<file path="src/hw/bccc_pkg.sv">
/*
 Package for the charger command controller: command codes, alarm word
 fields, clamp constants and controller states.
 Assumes a decoded SMBus slave sub-block upstream.
*/
package bccc_pkg;
	// Decoded command codes from the SMBus interface sub-block
	localparam logic [7:0]  CMD_CHARGE_CURRENT = 8'h14;
	localparam logic [7:0]  CMD_CHARGE_VOLTAGE = 8'h15;
	localparam logic [7:0]  CMD_ALARM_WARNING  = 8'h16;
	localparam logic [7:0]  CMD_VERSION        = 8'h3C;
	// Version word, value arbitrary
	localparam logic [15:0] VERSION_CODE       = 16'h0A5C;
	// Alarm word fields
	localparam int          ALARM_STOP_MSB     = 15;
	localparam int          ALARM_STOP_LSB     = 12;
	localparam int          DISCHARGE_END_BIT  = 11;
	localparam int          INFO_MSB           = 10;
	localparam int          INFO_LSB           = 4;
	// Reset values and limits
	localparam logic [15:0] TARGET_RESET       = 16'h0000;
	localparam logic [15:0] ALL_ONES           = 16'hFFFF;
	localparam logic [15:0] CURRENT_LIMIT      = 16'h0FA0;
	localparam logic [15:0] CURRENT_SAFE_MAX   = 16'h1F40;
	localparam logic [15:0] VOLTAGE_LIMIT      = 16'h3390;
	localparam logic [15:0] VOLTAGE_SAFE_MAX   = 16'h3390;

	typedef enum logic [1:0] {
		BCCC_IDLE       = 2'b00,
		BCCC_AUTONOMOUS = 2'b01,
		BCCC_CONTROLLED = 2'b10,
		BCCC_NO_CHARGE  = 2'b11
	} bccc_state_t;
endpackage

</file>
<file path="src/hw/bccc_ctrl.sv">
/*
 Charger command controller: takes decoded SMBus slave commands, sets
 charge targets, acts on alarm words, answers the version query and
 requests host attention.
 Assumes a same-clock SMBus interface sub-block giving one-cycle strobes.
*/
`timescale 1ns/1ps
`default_nettype none
module bccc_ctrl
	import bccc_pkg::*;
(
	// Clock and reset
	input  wire logic        clock_in,
	input  wire logic        reset_n_in,
	// Decoded command port
	input  wire logic        cmd_write_in,
	input  wire logic        cmd_read_in,
	input  wire logic [7:0]  cmd_code_in,
	input  wire logic [15:0] cmd_data_in,
	input  wire logic        host_mode_in,
	input  wire logic        battery_present_in,
	output var  logic        cmd_ack_out,
	output var  logic        cmd_nack_out,
	output var  logic [15:0] cmd_rdata_out,
	// Charger targets and status
	output var  logic [15:0] charge_voltage_cmd_out,
	output var  logic [15:0] charge_current_cmd_out,
	output var  logic        charge_enable_out,
	output var  logic [1:0]  charge_state_out,
	output var  logic        host_attention_n_out
);

	bccc_state_t state;
	bccc_state_t next_state;
	logic        stop_alarm;
	logic        is_write_cmd;
	logic        is_alarm;
	logic        got_voltage;
	logic        got_current;
	logic        attention_pending;

	function automatic logic [15:0] clamp_word(input logic [15:0] req,
		input logic [15:0] limit, input logic [15:0] safe_max);
		if (req == ALL_ONES) begin
			clamp_word = safe_max;
		end else if (req > limit) begin
			clamp_word = limit;
		end else begin
			clamp_word = req;
		end
	endfunction

	assign is_alarm     = cmd_write_in && (cmd_code_in == CMD_ALARM_WARNING);
	assign stop_alarm   = is_alarm && (|cmd_data_in[ALARM_STOP_MSB:ALARM_STOP_LSB]);
	assign is_write_cmd = (cmd_code_in == CMD_CHARGE_CURRENT)
		|| (cmd_code_in == CMD_CHARGE_VOLTAGE) || (cmd_code_in == CMD_ALARM_WARNING);

	// Command answers
	always_ff @(posedge clock_in) begin
		if (!reset_n_in) begin
			cmd_ack_out   <= 1'b0;
			cmd_nack_out  <= 1'b0;
			cmd_rdata_out <= 16'h0000;
		end else begin
			cmd_ack_out   <= 1'b0;
			cmd_nack_out  <= 1'b0;
			if (cmd_read_in) begin
				if (cmd_code_in == CMD_VERSION) begin
					cmd_ack_out   <= 1'b1;
					cmd_rdata_out <= VERSION_CODE;
				end else begin
					cmd_nack_out <= 1'b1;
				end
			end else if (cmd_write_in) begin
				if (is_write_cmd) begin
					cmd_ack_out <= 1'b1;
				end else begin
					cmd_nack_out <= 1'b1;
				end
			end
		end
	end

	// Targets, same path for battery and host sources
	always_ff @(posedge clock_in) begin
		if (!reset_n_in) begin
			charge_voltage_cmd_out <= TARGET_RESET;
			charge_current_cmd_out <= TARGET_RESET;
		end else if (cmd_write_in) begin
			if (cmd_code_in == CMD_CHARGE_VOLTAGE) begin
				charge_voltage_cmd_out <= clamp_word(cmd_data_in, VOLTAGE_LIMIT,
					VOLTAGE_SAFE_MAX);
			end else if (cmd_code_in == CMD_CHARGE_CURRENT) begin
				charge_current_cmd_out <= clamp_word(cmd_data_in, CURRENT_LIMIT,
					CURRENT_SAFE_MAX);
			end
		end
	end

	// Pair tracking for controlled charge
	always_ff @(posedge clock_in) begin
		if (!reset_n_in || stop_alarm || state == BCCC_CONTROLLED) begin
			got_voltage <= 1'b0;
			got_current <= 1'b0;
		end else if (cmd_write_in) begin
			if (cmd_code_in == CMD_CHARGE_VOLTAGE) begin
				got_voltage <= 1'b1;
			end
			if (cmd_code_in == CMD_CHARGE_CURRENT) begin
				got_current <= 1'b1;
			end
		end
	end

	always_comb begin
		next_state = state;
		case (state)
			BCCC_IDLE: begin
				if (battery_present_in) begin
					next_state = BCCC_AUTONOMOUS;
				end
			end
			BCCC_AUTONOMOUS, BCCC_NO_CHARGE: begin
				if (got_voltage && got_current) begin
					next_state = BCCC_CONTROLLED;
				end
			end
			BCCC_CONTROLLED: begin
				next_state = BCCC_CONTROLLED;
			end
			default: begin
				next_state = BCCC_IDLE;
			end
		endcase
		if (stop_alarm && state != BCCC_IDLE) begin
			next_state = BCCC_NO_CHARGE;
		end
	end

	always_ff @(posedge clock_in) begin
		if (!reset_n_in) begin
			state <= BCCC_IDLE;
		end else begin
			state <= next_state;
		end
	end

	always_ff @(posedge clock_in) begin
		if (!reset_n_in) begin
			charge_enable_out <= 1'b0;
			charge_state_out  <= 2'b00;
		end else begin
			charge_enable_out <= (next_state == BCCC_AUTONOMOUS)
				|| (next_state == BCCC_CONTROLLED);
			charge_state_out  <= next_state;
		end
	end

	// Host attention on state change, cleared by a host poll
	always_ff @(posedge clock_in) begin
		if (!reset_n_in) begin
			attention_pending <= 1'b0;
		end else if (next_state != state) begin
			attention_pending <= 1'b1;
		end else if (cmd_read_in && host_mode_in) begin
			attention_pending <= 1'b0;
		end
	end

	always_ff @(posedge clock_in) begin
		if (!reset_n_in) begin
			host_attention_n_out <= 1'b1;
		end else begin
			host_attention_n_out <= !(attention_pending || (next_state != state));
		end
	end
endmodule
`default_nettype wire

</file>
<file path="config.mk">
export PLATFORM = sky130hd
export DESIGN_NAME = bccc_ctrl
export DESIGN_NICKNAME = d
export VERILOG_FILES = /design/src/hw/bccc_pkg.sv /design/src/hw/bccc_ctrl.sv
export SDC_FILE = /design/constraint.sdc
export NUM_CORES = 1
export LEC_CHECK = 0
export BUFFER_PORTS_ARGS = -buffer_cell sky130_fd_sc_hd__buf_2
export CORE_MARGIN = 4
export CORE_UTILIZATION = 29
export CTS_CLUSTER_SIZE = 10
export DETAILED_ROUTE_END_ITERATION = 6
export PLACE_DENSITY = 0.51
export SYNTH_ARGS = -nofsm -noshare
export SYNTH_HDL_FRONTEND = slang
export SYNTH_SLANG_ARGS = --single-unit
export TNS_END_PERCENT = 30
</file>
<file path="constraint.sdc">
create_clock -name clock_in -period 1.6 [get_ports clock_in]
set_input_delay 0.16 -clock clock_in [delete_from_list [all_inputs] [get_ports clock_in]]
set_output_delay 0.16 -clock clock_in [all_outputs]
set_load 0.03 [all_outputs]
</file>
==> results of run 1 <==
power by group:
| part | internal, mW | switching (mW) |
|---|---|---|
| logic | 0.107 | 0.172 |
| registers | 1.06 | 0.00465 |
| clock network | 0.464 | 0.385 |
how the worst max path moves through the flow:
stage / from / end / slack, ns / cells after the start
2_1_floorplan: cmd_code_in[0] / host_attention_n_out / -0.07 / 4
3_5_place_dp: cmd_code_in[0] / host_attention_n_out / -0.24 / 5
4_1_cts: cmd_code_in[0] / host_attention_n_out / 0.08 / 5
5_1_grt: charge_state_out[1] / attention_pending / 0.009 / 4
6_report: cmd_code_in[0] / host_attention_n_out / 0.07 / 5
3_3_place_gp: cmd_code_in[0] / charge_current_cmd_out[3] / -0.22 / 5
routing by layer:
layer  GRT usage (%)  wire [um]
met1            17.2       2600
met2            23.3       2620
met3            5.01        442
met4            3.44         51
met5               0          0
cell type report:
class	instances	area share, %
Multi-Input combinational cell	157	36.2
Sequential cell	42	31.7
Timing Repair Buffer	107	23.4
Tap cell	77	3.63
Clock buffer	5	2.60
Clock inverter	3	1.70
Inverter	5	0.708
worst max-delay path: stages:
cell and delay, ns:
buf_2 0.10, or4b_4 0.56, or3_4 0.40, a21o_1 0.18, a311o_1 0.30
metrics by stage:
stage | cells | total power, mW | area, um2 | setup slack, ns | utilization [%]
floorplan | 231 | 1.24 | 1980 | -0.0666 | -
CTS | 396 | 2.22 | 2650 | 0.0794 | 41.2
global placement | 388 | 1.37 | 2530 | -0.220 | 39.4
finish | 396 | 2.19 | 2650 | 0.0740 | 41.3
global route | 396 | 2.28 | 2650 | 0.00944 | 41.3
detailed placement | 388 | 1.37 | 2530 | -0.240 | 39.4
cell usage after synthesis, types with 3 or more instances:
master	instances
nand2_1	12
a21oi_1	14
and3_1	10
buf_4	15
nor2b_1	3
a32o_1	9
nand4_1	5
nor2_1	26
o21ai_0	7
dfxtp_1	42
nor3_1	14
inv_1	5
a41o_1	4
clkbuf_1	10
nand3_1	5
cells by family after synthesis:
group,share of synthesized area (%)
AND/OR/NAND/NOR,25.2
other,0.192
buffers and inverters,9.51
flip-flops,43.2
AO/OA/AOI/OAI,21.5
multiplexers,0.514
repair_timing:
action                                 CTS  global route
resized for setup                        0             1
hold buffers                             0             0
endpoints found under the hold margin    0             0
setup endpoints to repair                0             1
==> run metrics, run 1 <==
outcome finished, final reports clean; PwrDens 826 nW/um2; Die Span Y 90.0 um; Die ar. 8090 um2; routed wire length 5710 um; sequential share of the synthesized area 43.2%; RSZ-0062 raised after global routing no; most frequent cells in the layout buf_2, dfxtp_1, buf_4, nor2_1; gr ovfl total 0; DRC violations left 0; clock root cell clkbuf_8; first-pass GRT wire length 9390 um; Rows 29; Synth top area share 43.2%; Slew @ Worst Pin 0.583 ns; Yosys reg bits 42; CP required 1.78 ns; initial antenna violation count 0; Via density 5.02; DRT iter0 DRCs 71; area leader, netlist dfxtp_1; Synth area leaders dfxtp_1, buf_4, nor2_1, a32o_1, a21oi_1; Antenna Nets Post-Route 0; Die Width 90.0 um; Critical Path Fanout Max 4; most common cell after layout, fill and taps aside buf_2; share of layout cells above drive strength 1 37.9%; Buffers on Ports 73; CTS tree built; Syn Inst Count 222; Netlist Area Pre-Place 1950 um2; Worst setup EP type register; reg-to-reg slack, setup 0.15 ns; fill count 669; Synth Area per Inst 8.78 um2; Post-Route Skew 0.00290 ns; Nets 348; Skew-Pair Late Insertion Delay 0.29 ns; H-tree depth 2; Cell variety after synth 48; critical path startpoint category input port; final hold viol count 0; Post-synth top flop dfxtp_1; final worst-path cycle share 95.4%; Multi-input gate area 961 um2; GPL Wtd Cong 0.826; sequential cell area 841 um2; Core Box Area 6420 um2; worst setup path class input port to register; clk buf depth 2; Worst Hold End cmd_nack_out; post-route minimum period 1.53 ns; total CTS buffers 5; Max Cap Violations 0; DR pass1 iterations 5; Hold Crit Depth 3; biggest regs charge_current_cmd_out: 16 flops, charge_voltage_cmd_out: 16 flops, charge_state_out: 2 flops; headroom to the max-slew limit 60.6%; IO Pins 84; CP arrival 1.71 ns; Num Clock Sinks 42; Post-synth EDFFs 0; async set-reset flop share out of synthesis 0%; DR WL/cell 14.4 um; All-Layer GR Usage 14.0%; Peak VDD IR 0.341 mV; Lkg Pwr 1.28 nW; Syn-to-layout area delta 36.1%; ant diodes 0; pin count of the biggest net entering global routing 24; Worst R2R Path Depth 4; Max Fclk 655 MHz; number of global-route vias before repair 1962; Via Count 1987; Worst R2R End attention_pending; DPL Wire Length 4470 um; clock-pin slew on the worst setup and hold paths 0.08 ns; Ys Warns 0; Initial Util 30.3%; hold slack 0.136 ns; Post-CTS Setup Inserts 0; class of the worst hold path input port to register; fin. max-slew vios 0; RR Startpoint charge_state_out[1]; final setup violation count 0; Setup TNS 0 ns; Hold Crit Start cmd_read_in
Power figures use the tool's default switching activity.
==> run 2: changes to the inputs <==
Clock period 1.6 ns to 1.26 ns, I/O delays scaled along.
==> run 2 against run 1 <==
The flow now finishes with violations (setup timing). Flip-flop and latch count unchanged. First-iteration DRC count fell by 4.2%. Non-clock buffer count increased by 15. Clock power grew 6.1%. Sequential share of layout area fell by 2.6 points.
==> run metrics, run 2 (synthesis results as in run 1) <==
IO Pins 84; gr ovfl total 0; DR WL/cell 14.6 um; routed wire length 6010 um; Die Width 90.0 um; clk buf depth 2; fin cells 411; Worst setup EP type register; initial antenna violation count 0; Core Box Area 6420 um2; All-Layer GR Usage 14.7%; first-pass GRT wire length 9690 um; outcome complete, but fails checks; fin. max-slew vios 0; Post-Route Skew 0.00201 ns; final hold viol count 0; H-tree depth 2; Lkg Pwr 1.39 nW; Die ar. 8090 um2; critical path startpoint category input port; biggest regs charge_current_cmd_out: 16 flops, charge_voltage_cmd_out: 16 flops, charge_state_out: 2 flops; Max Fclk 694 MHz; pin count of the biggest net entering global routing 15; Skew-Pair Late Insertion Delay 0.29 ns; final worst-path cycle share 114%; number of global-route vias before repair 1979; Rows 29; setup ws final -0.181 ns; ant diodes 0; Via density 4.97; CTS tree built; Peak VDD IR 0.396 mV; share of layout cells above drive strength 1 46.1%; post-route minimum period 1.44 ns; worst setup path class input port to register; most common cell after layout, fill and taps aside buf_2; Antenna Nets Post-Route 0; Nets 363; Max Cap Violations 0; DRT iter0 DRCs 68; Buffers on Ports 73; final setup violation count 24; Multi-input gate area 1070 um2; # placed instances 402; DR pass1 iterations 4; clock-pin slew on the worst setup and hold paths 0.08 ns; clock root cell clkbuf_8; class of the worst hold path input port to register; CP arrival 1.62 ns; total CTS buffers 5; Num Clock Sinks 42; placement-stage cell area 2650 um2; Syn-to-layout area delta 48.3%; fill count 643; CP required 1.44 ns; most frequent cells in the layout buf_2, buf_4, dfxtp_1, nor2_1, nand2_1; Critical Path Fanout Max 4; Die Span Y 90.0 um; sequential cell area 841 um2; DPL Wire Length 4720 um; Initial Util 30.3%; Via Count 2042; DRC violations left 0; PwrDens 922 nW/um2; Setup TNS -2.27 ns; CTS Hold Bufs 0; RSZ-0062 raised after global routing yes; failing checks setup timing; Post-Layout Inst Area 2890 um2; GPL Wtd Cong 0.792
## run 2: report_power, final
| group | switching (mW) | total [mW] | internal, mW | leakage [nW] |
|---|---|---|---|---|
| registers | 0.00654 | 1.35 | 1.34 | 0.340 |
| logic | 0.241 | 0.414 | 0.173 | 1.00 |
| clock network | 0.458 | 0.901 | 0.443 | 0.0482 |
| total | 0.705 | 2.66 | 1.96 | 1.39 |
## run 2: path summary, 6_finish.rpt
kind	slack, ns	from	cells after the start	endpoint
worst min register to register	0.46	charge_current_cmd_out[12]	2	charge_current_cmd_out[12]
worst max-delay path	-0.18	cmd_code_in[0]	5	host_attention_n_out
worst min-delay path	0.13	cmd_read_in	3	cmd_nack_out
worst max register to register	-0.07	charge_state_out[0]	4	host_attention_n_out
## run 2: critical path: stages
cell     delay [ns]
buf_6          0.09
or4b_4         0.55
or3_4          0.37
a21o_1         0.18
a311o_1        0.30
## run 2: layer usage
metal | track usage (%) | up-vias | part of all wire (%) | routed length, um
met4 | 6.51 | 0 | 2.3 | 138
met5 | 0 | - | 0 | 0
met3 | 5.26 | 13 | 8.5 | 508
met2 | 22.6 | 76 | 45 | 2680
met1 | 18.6 | 933 | 45 | 2680
li1 | - | 1020 | - | -
## run 2: stage by stage
step           util [%]  power [mW]  setup WS (ns)  hold slack (ns)
2_1_floorplan         -        1.58         -0.373            0.258
3_3_place_gp       41.2        1.77         -0.524            0.413
3_5_place_dp       41.2        1.77         -0.549            0.430
4_1_cts            44.1        2.68         -0.185            0.124
5_1_grt            45.0        2.79         -0.204            0.144
6_report           45.0        2.66         -0.181            0.126
## run 2: final cells by class
| type | instances | area share, % |
|---|---|---|
| Clock inverter | 1 | 0.173 |
| Multi-Input combinational cell | 157 | 37.1 |
| Tap cell | 77 | 3.33 |
| Inverter | 5 | 0.650 |
| Sequential cell | 42 | 29.1 |
| Clock buffer | 7 | 2.99 |
| Timing Repair Buffer | 122 | 26.6 |
## run 2: what timing repair did
item,in CTS,in global routing
endpoints found under the setup margin,34,31
pin swaps,18,4
buffers inserted,0,1
endpoints found under the hold margin,0,0
cloned,0,0
gates resized for setup,19,10
